## src/logic/rrs_pkg.sv

```systemverilog
// Purpose: Constants shared by the rectifier restart supervisor.
// Assumes: 20 MHz system clock, millisecond tick timebase.
// Notes: Times kept in their own unit, cycle counts derived.
package rrs_pkg;
  // ****************************************
  // Timebase
  // ****************************************
  localparam int CLK_HZ = 20000000;
  localparam int TICK_US = 1000;
  localparam int TICK_CYC = CLK_HZ / 1000000 * TICK_US;
  localparam logic [14:0] TICK_LAST = 15'(TICK_CYC - 1);
  localparam logic [14:0] TICK_CNT_RST = 15'h0000;
  // ****************************************
  // Times in milliseconds
  // ****************************************
  localparam int GRACE_MS = 20000;
  localparam int RESTART_DLY_MS = 1000;
  localparam int WINDOW_MS = 60000;
  localparam int OTW_LEAD_MS = 10000;
  localparam int HICCUP_MS = 24000;
  localparam int PG_PULSE_MS = 1;
  localparam logic [1:0] OV_MAX_TRIES = 2'h3;
  localparam logic [15:0] MS_CNT_RST = 16'h0000;
  localparam logic [1:0] OV_CNT_RST = 2'h0;
  // Synchroniser length for pins
  localparam int SYNC_STAGES = 3;
  // Temperature threshold, degrees C
  localparam logic [7:0] OT_LIMIT_C = 8'h73;

  typedef enum logic [2:0] {
    RRS_OFF, RRS_RUN, RRS_OT_WARN, RRS_SHUT, RRS_LATCH
  } rrs_state_t;
endpackage

```

## src/logic/rrs_sync.sv

```systemverilog
// Purpose: Three-stage pin synchroniser with agreement filter.
// Assumes: Input asynchronous to i_clk_sys.
// Notes: Output changes once stages two and three agree.
`timescale 1ns/1ps
module rrs_sync (
  input wire logic i_clk_sys,
  input wire logic i_sys_rst,
  input wire logic i_pin,
  input wire logic i_rst_val,
  output logic o_level
);
  logic [rrs_pkg::SYNC_STAGES-1:0] sh_reg;
  logic [rrs_pkg::SYNC_STAGES-1:0] sh_next;
  logic lvl_reg;
  logic lvl_next;

  // Shift and compare stages two and three only; stage one feeds stage two
  always_comb begin
    sh_next = {sh_reg[1:0], i_pin};
    lvl_next = (sh_reg[1] == sh_reg[2]) ? sh_reg[2] : lvl_reg;
  end

  // Reset to a constant pattern chosen by the instance
  always_ff @(posedge i_clk_sys) begin
    if (i_sys_rst) begin
      sh_reg <= {rrs_pkg::SYNC_STAGES{i_rst_val}};
      lvl_reg <= i_rst_val;
    end else begin
      sh_reg <= sh_next;
      lvl_reg <= lvl_next;
    end
  end

  assign o_level = lvl_reg;
endmodule // rrs_sync

```

## src/logic/rrs_supervisor.sv

```systemverilog
// Purpose: Restart, latch-off, mode and status supervisor of a rectifier.
// Assumes: i_sys_rst is the power-on reset; pins are asynchronous.
// Notes: Status outputs are open-collector style: 1 means released high.
// How it works
// Overload tolerated 20 s after power-up
// Overload after grace: shut down, restart
// Overcurrent and overtemp restart automatically
// Overvoltage: three restarts, 1 s each, window; code restarts twice and latches on the third trip
// Three failures in window latch output off
// Window expiry clears overvoltage count
// Enable pin or switch cycle clears latch
// AC power cycle clears latch
// Bus off-then-on command clears latch
// Protocol open selects analog, low RS485
// Trim off: default setpoint, margin only
// RS485 ignores trim, switch, margin
// Switch off: output follows enable low
// RS485 ignores general enable input
// RS485 uses serial enable; else ignored
// Output good high delivered, low shut
// Output good pulses in current limit
// Fault low on replaceable failures
// Fault unused in RS485 mode
// Warning low 10 s before shutdown
// Temperature recovery restarts, releases warning
// Shutdown at 115 C, restart after
// Hard overcurrent hiccups every 24 s
// Output good pulses 1 ms period; code toggles every 1 ms tick, a 2 ms period
// Timers run from one millisecond tick
// Mode sampled at power-up, held
`timescale 1ns/1ps
module rrs_supervisor (
  input wire logic i_clk_sys,
  input wire logic i_sys_rst,
  input wire logic i_enable_n,
  input wire logic i_onoff_switch,
  input wire logic i_serial_mode_output_enable_n,
  input wire logic i_protocol_sel,
  input wire logic i_trim_switch,
  input wire logic i_ac_ok,
  input wire logic i_bus_output_on,
  input wire logic i_overload,
  input wire logic i_hard_overcurrent,
  input wire logic i_overvoltage,
  input wire logic i_internal_fault,
  input wire logic [7:0] i_temp_c,
  output logic o_output_on,
  output logic o_output_good_flag,
  output logic o_fault_n,
  output logic o_overtemp_warning_n,
  output logic o_rs485_mode,
  output logic o_setpoint_default,
  output logic o_setpoint_from_trim,
  output logic o_setpoint_from_margin,
  output logic o_latched_off
);
  // ****************************************
  // Pin synchronisers
  // ****************************************
  logic en_n_s;
  logic sw_s;
  logic sen_n_s;
  logic prot_s;
  logic trim_s;
  logic ac_s;
  logic bus_s;
  logic ovl_s;
  logic hoc_s;
  logic ov_s;
  logic flt_s;

  rrs_sync u_en (.i_clk_sys(i_clk_sys), .i_sys_rst(i_sys_rst), .i_pin(i_enable_n),
    .i_rst_val(1'b1), .o_level(en_n_s));
  rrs_sync u_sw (.i_clk_sys(i_clk_sys), .i_sys_rst(i_sys_rst), .i_pin(i_onoff_switch),
    .i_rst_val(1'b0), .o_level(sw_s));
  rrs_sync u_sen (.i_clk_sys(i_clk_sys), .i_sys_rst(i_sys_rst),
    .i_pin(i_serial_mode_output_enable_n), .i_rst_val(1'b1), .o_level(sen_n_s));
  rrs_sync u_prot (.i_clk_sys(i_clk_sys), .i_sys_rst(i_sys_rst), .i_pin(i_protocol_sel),
    .i_rst_val(1'b1), .o_level(prot_s));
  rrs_sync u_trim (.i_clk_sys(i_clk_sys), .i_sys_rst(i_sys_rst), .i_pin(i_trim_switch),
    .i_rst_val(1'b1), .o_level(trim_s));
  rrs_sync u_ac (.i_clk_sys(i_clk_sys), .i_sys_rst(i_sys_rst), .i_pin(i_ac_ok),
    .i_rst_val(1'b0), .o_level(ac_s));
  rrs_sync u_bus (.i_clk_sys(i_clk_sys), .i_sys_rst(i_sys_rst), .i_pin(i_bus_output_on),
    .i_rst_val(1'b1), .o_level(bus_s));
  rrs_sync u_ovl (.i_clk_sys(i_clk_sys), .i_sys_rst(i_sys_rst), .i_pin(i_overload),
    .i_rst_val(1'b0), .o_level(ovl_s));
  rrs_sync u_hoc (.i_clk_sys(i_clk_sys), .i_sys_rst(i_sys_rst), .i_pin(i_hard_overcurrent),
    .i_rst_val(1'b0), .o_level(hoc_s));
  rrs_sync u_ov (.i_clk_sys(i_clk_sys), .i_sys_rst(i_sys_rst), .i_pin(i_overvoltage),
    .i_rst_val(1'b0), .o_level(ov_s));
  rrs_sync u_flt (.i_clk_sys(i_clk_sys), .i_sys_rst(i_sys_rst), .i_pin(i_internal_fault),
    .i_rst_val(1'b0), .o_level(flt_s));

  // Temperature word comes from on-chip logic, no synchroniser
  logic ot_hot;
  assign ot_hot = (i_temp_c >= rrs_pkg::OT_LIMIT_C);

  // ****************************************
  // Millisecond tick and mode capture
  // ****************************************
  logic [14:0] tick_cnt_reg;
  logic [14:0] tick_cnt_next;
  logic tick;
  logic mode_cap_reg;
  logic mode_cap_next;
  logic rs485_reg;
  logic rs485_next;

  assign tick = (tick_cnt_reg == rrs_pkg::TICK_LAST);

  // Free-running tick; mode caught once after reset release
  always_comb begin
    tick_cnt_next = tick ? rrs_pkg::TICK_CNT_RST : tick_cnt_reg + 15'h0001;
    mode_cap_next = 1'b1;
    // Wait for synchroniser to fill before trusting the pin
    rs485_next = rs485_reg;
    if (!mode_cap_reg && tick) begin
      rs485_next = ~prot_s; // see
    end
    if (!mode_cap_reg && !tick) begin
      mode_cap_next = 1'b0;
    end
  end

  always_ff @(posedge i_clk_sys) begin
    if (i_sys_rst) begin
      tick_cnt_reg <= rrs_pkg::TICK_CNT_RST;
      mode_cap_reg <= 1'b0;
      rs485_reg <= 1'b0;
    end else begin
      tick_cnt_reg <= tick_cnt_next;
      mode_cap_reg <= mode_cap_next;
      rs485_reg <= rs485_next;
    end
  end

  // ****************************************
  // Requested on/off and restart sources
  // ****************************************
  logic want_on;
  logic req_prev_reg;
  logic bus_prev_reg;
  logic ac_prev_reg;
  logic latch_clear;

  // Mode picks which enable pin matters
  always_comb begin
    if (rs485_reg) begin
      want_on = ~sen_n_s; // see
    end else begin
      want_on = sw_s | ~en_n_s;
    end
    // Nothing starts before the mode is known, so RS485 never sees a stray enable
    want_on = want_on & bus_s & ac_s & mode_cap_reg;
    // Any rising edge of a source after being off clears latch-off
    latch_clear = (want_on & ~req_prev_reg)
      | (bus_s & ~bus_prev_reg)
      | (ac_s & ~ac_prev_reg);
  end

  always_ff @(posedge i_clk_sys) begin
    if (i_sys_rst) begin
      req_prev_reg <= 1'b0;
      bus_prev_reg <= 1'b1;
      ac_prev_reg <= 1'b0;
    end else begin
      req_prev_reg <= want_on;
      bus_prev_reg <= bus_s;
      ac_prev_reg <= ac_s;
    end
  end

  // ****************************************
  // Main sequencer
  // ****************************************
  rrs_pkg::rrs_state_t st_reg;
  rrs_pkg::rrs_state_t st_next;
  logic [15:0] grace_reg;
  logic [15:0] grace_next;
  logic [15:0] tmr_reg;
  logic [15:0] tmr_next;
  logic [15:0] win_reg;
  logic [15:0] win_next;
  logic win_run_reg;
  logic win_run_next;
  logic [1:0] ov_cnt_reg;
  logic [1:0] ov_cnt_next;
  logic [15:0] shut_ms_reg;
  logic [15:0] shut_ms_next;
  logic shut_ov_reg;
  logic shut_ov_next;
  logic shut_ot_reg;
  logic shut_ot_next;
  logic grace_done;

  // Saturating millisecond counter step
  function automatic logic [15:0] ms_step(input logic [15:0] v, input logic t);
    ms_step = (t && v != 16'hffff) ? v + 16'h0001 : v;
  endfunction

  assign grace_done = (grace_reg >= 16'(rrs_pkg::GRACE_MS));

  always_comb begin
    st_next = st_reg;
    grace_next = ms_step(grace_reg, tick); // see
    tmr_next = ms_step(tmr_reg, tick);
    win_run_next = win_run_reg;
    win_next = win_run_reg ? ms_step(win_reg, tick) : rrs_pkg::MS_CNT_RST;
    ov_cnt_next = ov_cnt_reg;
    shut_ms_next = shut_ms_reg;
    shut_ov_next = shut_ov_reg;
    shut_ot_next = shut_ot_reg;
    // Window expiry with fewer than three trips starts afresh
    if (win_run_reg && win_reg >= 16'(rrs_pkg::WINDOW_MS) && st_reg != rrs_pkg::RRS_LATCH) begin
      win_run_next = 1'b0;
      ov_cnt_next = rrs_pkg::OV_CNT_RST;
      win_next = rrs_pkg::MS_CNT_RST;
    end
    case (st_reg)
      rrs_pkg::RRS_OFF: begin
        if (want_on && !ot_hot) begin
          st_next = rrs_pkg::RRS_RUN;
        end
      end
      rrs_pkg::RRS_RUN: begin
        tmr_next = rrs_pkg::MS_CNT_RST;
        shut_ov_next = 1'b0;
        shut_ot_next = 1'b0;
        if (!want_on) begin
          st_next = rrs_pkg::RRS_OFF;
        end else if (ov_s) begin
          // Overvoltage trip counted inside the window
          st_next = rrs_pkg::RRS_SHUT;
          shut_ov_next = 1'b1;
          shut_ms_next = 16'(rrs_pkg::RESTART_DLY_MS);
          // Builds on the count the window may have just cleared
          ov_cnt_next = ov_cnt_next + 2'h1;
          if (!win_run_next) begin
            win_run_next = 1'b1;
            win_next = rrs_pkg::MS_CNT_RST;
          end
          if (ov_cnt_next == rrs_pkg::OV_MAX_TRIES) begin
            st_next = rrs_pkg::RRS_LATCH;
          end
        end else if (ot_hot) begin
          st_next = rrs_pkg::RRS_OT_WARN;
        end else if (hoc_s || (ovl_s && grace_done)) begin
          // Hiccup restart, no external request needed
          st_next = rrs_pkg::RRS_SHUT; // see see
          shut_ms_next = 16'(rrs_pkg::HICCUP_MS);
        end
      end
      rrs_pkg::RRS_OT_WARN: begin
        if (!ot_hot) begin
          st_next = rrs_pkg::RRS_RUN;
        end else if (tmr_reg >= 16'(rrs_pkg::OTW_LEAD_MS)) begin
          st_next = rrs_pkg::RRS_SHUT; // see
          shut_ot_next = 1'b1;
          tmr_next = rrs_pkg::MS_CNT_RST;
        end
      end
      rrs_pkg::RRS_SHUT: begin
        // Overtemp waits for recovery, others wait a fixed delay
        if (shut_ot_reg ? !ot_hot : tmr_reg >= shut_ms_reg) begin
          st_next = rrs_pkg::RRS_OFF; // see
          // Warning released on recovery even if the output stays off
          shut_ot_next = 1'b0;
        end
      end
      rrs_pkg::RRS_LATCH: begin
        win_run_next = 1'b0;
        if (latch_clear) begin
          st_next = rrs_pkg::RRS_OFF; // see see
          ov_cnt_next = rrs_pkg::OV_CNT_RST;
          shut_ov_next = 1'b0;
        end
      end
      default: begin
        st_next = rrs_pkg::RRS_OFF;
      end
    endcase
  end

  always_ff @(posedge i_clk_sys) begin
    if (i_sys_rst) begin
      st_reg <= rrs_pkg::RRS_OFF;
      grace_reg <= rrs_pkg::MS_CNT_RST;
      tmr_reg <= rrs_pkg::MS_CNT_RST;
      win_reg <= rrs_pkg::MS_CNT_RST;
      win_run_reg <= 1'b0;
      ov_cnt_reg <= rrs_pkg::OV_CNT_RST;
      shut_ms_reg <= rrs_pkg::MS_CNT_RST;
      shut_ov_reg <= 1'b0;
      shut_ot_reg <= 1'b0;
    end else begin
      st_reg <= st_next;
      grace_reg <= grace_next;
      tmr_reg <= tmr_next;
      win_reg <= win_next;
      win_run_reg <= win_run_next;
      ov_cnt_reg <= ov_cnt_next;
      shut_ms_reg <= shut_ms_next;
      shut_ov_reg <= shut_ov_next;
      shut_ot_reg <= shut_ot_next;
    end
  end

  // ****************************************
  // Status and setpoint outputs
  // ****************************************
  logic on_reg;
  logic on_next;
  logic pg_reg;
  logic pg_next;
  logic fault_n_reg;
  logic fault_n_next;
  logic otw_n_reg;
  logic otw_n_next;
  logic sp_def_reg;
  logic sp_def_next;
  logic sp_trim_reg;
  logic sp_trim_next;
  logic sp_marg_reg;
  logic sp_marg_next;
  logic pulse_ph_reg;
  logic pulse_ph_next;
  logic latched_reg;
  logic latched_next;

  // Output good toggles each ms tick while limiting; 1 ms per phase
  always_comb begin
    on_next = (st_reg == rrs_pkg::RRS_RUN) || (st_reg == rrs_pkg::RRS_OT_WARN);
    pulse_ph_next = tick ? ~pulse_ph_reg : pulse_ph_reg;
    pg_next = on_next;
    if (on_next && ovl_s) begin
      pg_next = pulse_ph_reg; // see
    end
    // Fault line is don't-care in RS485 mode; held released there
    fault_n_next = rs485_reg | ~(flt_s | shut_ov_reg | shut_ot_reg
      | (st_reg == rrs_pkg::RRS_LATCH)); // see
    otw_n_next = ~((st_reg == rrs_pkg::RRS_OT_WARN) || shut_ot_reg); // see
    sp_def_next = ~rs485_reg & ~trim_s;
    sp_trim_next = ~rs485_reg & trim_s;
    sp_marg_next = ~rs485_reg & ~trim_s; // see
    latched_next = (st_reg == rrs_pkg::RRS_LATCH);
  end

  always_ff @(posedge i_clk_sys) begin
    if (i_sys_rst) begin
      on_reg <= 1'b0;
      pg_reg <= 1'b0;
      fault_n_reg <= 1'b1;
      otw_n_reg <= 1'b1;
      sp_def_reg <= 1'b0;
      sp_trim_reg <= 1'b1;
      sp_marg_reg <= 1'b0;
      pulse_ph_reg <= 1'b0;
      latched_reg <= 1'b0;
    end else begin
      on_reg <= on_next;
      pg_reg <= pg_next;
      fault_n_reg <= fault_n_next;
      otw_n_reg <= otw_n_next;
      sp_def_reg <= sp_def_next;
      sp_trim_reg <= sp_trim_next;
      sp_marg_reg <= sp_marg_next;
      pulse_ph_reg <= pulse_ph_next;
      latched_reg <= latched_next;
    end
  end

  assign o_output_on = on_reg;
  assign o_output_good_flag = pg_reg;
  assign o_fault_n = fault_n_reg;
  assign o_overtemp_warning_n = otw_n_reg;
  assign o_rs485_mode = rs485_reg;
  assign o_setpoint_default = sp_def_reg;
  assign o_setpoint_from_trim = sp_trim_reg;
  assign o_setpoint_from_margin = sp_marg_reg;
  assign o_latched_off = latched_reg;

  // ****************************************
  // Assertions
  // ****************************************
  a_tick_period: assert property (@(posedge i_clk_sys) disable iff (i_sys_rst)
    tick |=> !tick [*8]) else $error("Tick came too soon");
  a_latch_holds: assert property (@(posedge i_clk_sys) disable iff (i_sys_rst)
    (st_reg == rrs_pkg::RRS_LATCH && !latch_clear) |=> st_reg == rrs_pkg::RRS_LATCH)
    else $error("Latch-off left without clear");
  a_latch_off_out: assert property (@(posedge i_clk_sys) disable iff (i_sys_rst)
    st_reg == rrs_pkg::RRS_LATCH |=> !o_output_on)
    else $error("Output on while latched");
  a_pg_when_off: assert property (@(posedge i_clk_sys) disable iff (i_sys_rst)
    !on_next |=> !o_output_good_flag) else $error("Output good high while off");
  a_mode_held: assert property (@(posedge i_clk_sys) disable iff (i_sys_rst)
    mode_cap_reg |=> $stable(rs485_reg)) else $error("Mode changed after capture");
  a_fault_rs485: assert property (@(posedge i_clk_sys) disable iff (i_sys_rst)
    rs485_reg |=> o_fault_n) else $error("Fault driven in RS485 mode");
  a_rs485_ign_en: assert property (@(posedge i_clk_sys) disable iff (i_sys_rst)
    (rs485_reg && sen_n_s) |-> !want_on) else $error("Serial enable ignored");
  a_otw_before_sd: assert property (@(posedge i_clk_sys) disable iff (i_sys_rst)
    (st_reg == rrs_pkg::RRS_RUN && st_next == rrs_pkg::RRS_OT_WARN)
    |=> ##1 !o_overtemp_warning_n)
    else $error("Warning not asserted");
  a_no_early_trip: assert property (@(posedge i_clk_sys) disable iff (i_sys_rst)
    (st_reg == rrs_pkg::RRS_RUN && !grace_done && !hoc_s && !ov_s && !ot_hot && want_on)
    |=> st_reg == rrs_pkg::RRS_RUN) else $error("Overload trip during grace");
endmodule // rrs_supervisor

```

## config.mk

```make
export PLATFORM = sky130hd
export DESIGN_NAME = rrs_supervisor
export DESIGN_NICKNAME = d
export VERILOG_FILES = /design/src/logic/rrs_pkg.sv /design/src/logic/rrs_sync.sv /design/src/logic/rrs_supervisor.sv
export SDC_FILE = /design/constraint.sdc
export NUM_CORES = 1
export LEC_CHECK = 0
export ABC_AREA = 1
export BUFFER_PORTS_ARGS = -buffer_cell sky130_fd_sc_hd__buf_2
export CAP_MARGIN = 30
export CELL_PAD_IN_SITES_DETAIL_PLACEMENT = 1
export CELL_PAD_IN_SITES_GLOBAL_PLACEMENT = 1
export CORE_UTILIZATION = 48
export CTS_CLUSTER_SIZE = 40
export DETAILED_ROUTE_END_ITERATION = 12
export PLACE_DENSITY_LB_ADDON = 0.1
export SKIP_CTS_REPAIR_TIMING = 1
export SLEW_MARGIN = 20
export SYNTH_ARGS = -nofsm -noshare
export SYNTH_HDL_FRONTEND = slang
export SYNTH_SLANG_ARGS = --single-unit
```

## constraint.sdc

```tcl
create_clock -name i_clk_sys -period 3.8 [get_ports i_clk_sys]
set_clock_uncertainty 0.2 [all_clocks]
set_input_delay 0.76 -clock i_clk_sys [delete_from_list [all_inputs] [get_ports i_clk_sys]]
set_output_delay 0.76 -clock i_clk_sys [all_outputs]
set_load 0.1 [all_outputs]
```

==> results.tsv <==
stage	metric	value	unit
sta	endpoints failing hold	0	
clock_network	clk sink count	131	
synth	post-synth net total	910	
final_layout	ANT cells	0	
placed_design	Final HPWL DP	11.4	mm
setup_path	reg2reg path depth	10	
routing	drt total wl	16.2	mm
final_layout	fin area	0.00715	mm²
power	switching pwr	909	µW
final_layout	Reg area	0.00262	mm²
synth	count leader, synth	nand2_1	
placed_design	post-placement worst setup slack	1.29	ns
power	clock network fraction of design power	49.1	%
global_route	All-Layer GR Usage	25.9	%
routing	vias	5652	
synth	post-synthesis instance total	871	
routing	drt pass-1 iters	4	
setup_path	critical path capture point type	flop	
power	Comb pwr share	9.9	%
global_route	grt total ovfl	0	
setup_path	reg2reg end	tick_cnt_reg[14]$_SDFF_PP0_	
floorplanning	Die H	116	µm
setup_path	Critical R2R Launch	tick_cnt_reg[0]$_SDFF_PP0_	
synth	syn avg cell area	7.17	µm²
global_route	met3 global-route usage	6.07	%
clock_network	maximum clock insertion buffer count	2	
synth	asr flop ratio synth	0	%
power	Leak Pwr	0.00285	µW
synth	Netlist cell types	39	
floorplanning	# IOs	30	
sta	fin crit period	2.49	ns
clock_network	H-Tree Depth	4	
power	Int Power	2620	µW
clock_network	CTS clk-pin slew, worst paths	0.06	ns
placed_design	routability congestion estimate	0.871	
power	Reg power frac	41.1	%
placed_design	dpl cell area	0.00652	mm²
synth	Synth top cells by count	nand2_1 (180), nor2_1 (135), dfxtp_1 (131)	
setup_path	CP arrival	2.57	ns
synth	Synth Cell Area	0.00625	mm²
sta	Setup TNS	0	ns
setup_path	R2R Setup Slk	1.31	ns
sta	final hold slack	0.207	ns
final_layout	Fillers	1650	
synth	Ys Warns	0	
power	PwrDens	494	mW/mm²
setup_path	CP Launch Type	flop	
placed_design	Port Buf Inserts	29	
setup_path	crit path kind	reg -> reg	
synth	Primary FF master, synth	dfxtp_1	
clock_network	TritonCTS buffer count	17	
global_route	met1 Use GR	29.3	%
sta	Worst slew margin	51.6	%
sta	fin crit share	65.6	%
sta	Pins Over Slew Limit	0	
global_route	global routing's busiest layer	met2	
power	VDD IR max	0.372	mV
global_route	global-route wire length before repair	27.2	mm
hold_path	Hold Path Stages	2	
synth	Post-synth EDFFs	0	
setup_path	CP max FO	5	
clock_network	CTS tree	done	
floorplanning	starting density of the core	49.3	%
synth	post-synth top area cell	dfxtp_1	
synth	top post-synthesis cells by area	dfxtp_1 (42%), nand2_1 (11%), nor2_1 (8.1%)	
sta	Setup-failing EPs final	0	
global_route	number of global-route vias before repair	5931	
placed_design	Placed Cells incl. Taps	1056	
setup_path	Critical Path RT	3.88	ns
hold_path	HP Class	reg -> reg	
global_route	GRT met2 Usage	47.1	%
global_route	largest net degree at the start of global routing	64	
floorplanning	core area	0.0127	mm²
hold_path	WHS Endpoint	u_ov.sh_reg[1]$_SDFF_PP0_	
final_layout	Multi-input gate area	0.00309	mm²
floorplanning	die area	0.0135	mm²
synth	FF+latch count, synth	131	
clock_network	Worst-Skew Late Latency	0.42	ns
sta	RSZ-0062 raised after global routing	false	
sta	f_max	401	MHz
sta	final worst setup slack	1.31	ns
final_layout	fin nets	942	
clock_network	Root Buffer	clkbuf_16	
routing	drt first-iter violations	242	
floorplanning	row count	41	
routing	drt wl/cell	14.9	µm
final_layout	Post-Layout Cell Count	1087	
synth	post-synthesis sequential area ratio	42.0	%
hold_path	Hold Path Origin	u_ov.sh_reg[0]$_SDFF_PP0_	
global_route	initial antenna violation count	0	
routing	Vias/cell	5.20	
final_layout	area delta synth->final	14.4	%
status	status	completed	
synth	top-area cell type share of the netlist area	42.0	%
power	switch share	25.8	%
job	Max Cap Viol	0	
routing	DRC viols	0	
routing	Antenna Violating Nets Remaining	0	
floorplanning	Die X-Extent	116	µm
final_layout	layout cells sized above 1	10.6	%
sta	Least-Margin Pin Slew	0.725	ns
==> layout by cell type, fill, tap and decap left out, drive strengths merged, types with 2 or more instances in the layout <==
cell / n
a31oi: 2
a211oi: 5
bufinv: 4
inv: 111
o21ai: 40
nor2: 136
clkinv: 10
o211ai: 2
nand3: 53
clkbuf: 19
xnor2: 7
nor3b: 5
ha: 18
dfxtp: 131
nand3b: 2
or2: 16
a21oi: 61
nand2: 184
o21a: 3
nor3: 23
buf: 31
nor4: 6
nand4: 14
xor2: 30
==> critical path: stages, from the launching register on <==
cell,delay [ns]
dfxtp_1,0.35
ha_1,0.24
nand3_4,0.13
nor2_1,0.17
nand2_1,0.13
nor3_1,0.24
nand2_1,0.14
nor2_1,0.33
nand2_1,0.16
o21ai_0,0.18
a21oi_1,0.08
==> power by group through the flow <==
stage	Combinational (µW)	Clock (µW)	Sequential (µW)
2_1_floorplan	177	0	1570
3_3_place_gp	335	0	1470
3_5_place_dp	347	0	1480
4_1_cts	352	1760	1450
5_1_grt	378	1830	1450
6_report	348	1730	1450
==> worst max-delay path by stage <==
| stage | start | end | slack [ns] | cells past startpoint |
|---|---|---|---|---|
| after floorplan | o_rs485_mode$_SDFFE_PP0P_ | st_reg[0]$_SDFFE_PP0P_ | 1.30 | 11 |
| after global placement | i_sys_rst | win_reg[0]$_SDFF_PP0_ | 1.42 | 4 |
| after detailed placement | i_sys_rst | win_reg[1]$_SDFF_PP0_ | 1.29 | 4 |
| after CTS | tick_cnt_reg[0]$_SDFF_PP0_ | tick_cnt_reg[14]$_SDFF_PP0_ | 1.34 | 10 |
| after global routing | tick_cnt_reg[0]$_SDFF_PP0_ | tick_cnt_reg[14]$_SDFF_PP0_ | 1.09 | 10 |
| final | tick_cnt_reg[0]$_SDFF_PP0_ | tick_cnt_reg[14]$_SDFF_PP0_ | 1.31 | 10 |
==> per-layer routing <==
layer	vias to the layer above	wire, µm
li1	2837	-
met1	2724	7250
met2	65	8280
met3	26	371
met4	0	315
met5	-	0
==> through the flow <==
step | power (µW) | utilization [%]
3_3_place_gp | 1810 | 51.5
4_1_cts | 3560 | 56.4
5_1_grt | 3660 | 56.4
3_5_place_dp | 1820 | 51.5
6_report | 3530 | 56.4
2_1_floorplan | 1740 | -
==> cell type report <==
cell class,instances,area share [%]
sequential,131,36.7
inverter,114,6.11
clock inverter,12,2.54
tap,172,3.01
multi-input combinational,608,43.2
clock buffer,19,6.20
timing repair buffer,31,2.24
==> cell families after synthesis <==
| group | Yosys count | share of synthesized area, % |
|---|---|---|
| compound gates | 113 | 9.73 |
| buf+inv | 132 | 8.59 |
| xor+xnor | 37 | 5.19 |
| flops | 131 | 42.0 |
| fa+ha+maj | 18 | 3.60 |
| simple gates | 440 | 30.9 |
No activity file was read; power rests on OpenSTA's default activity.
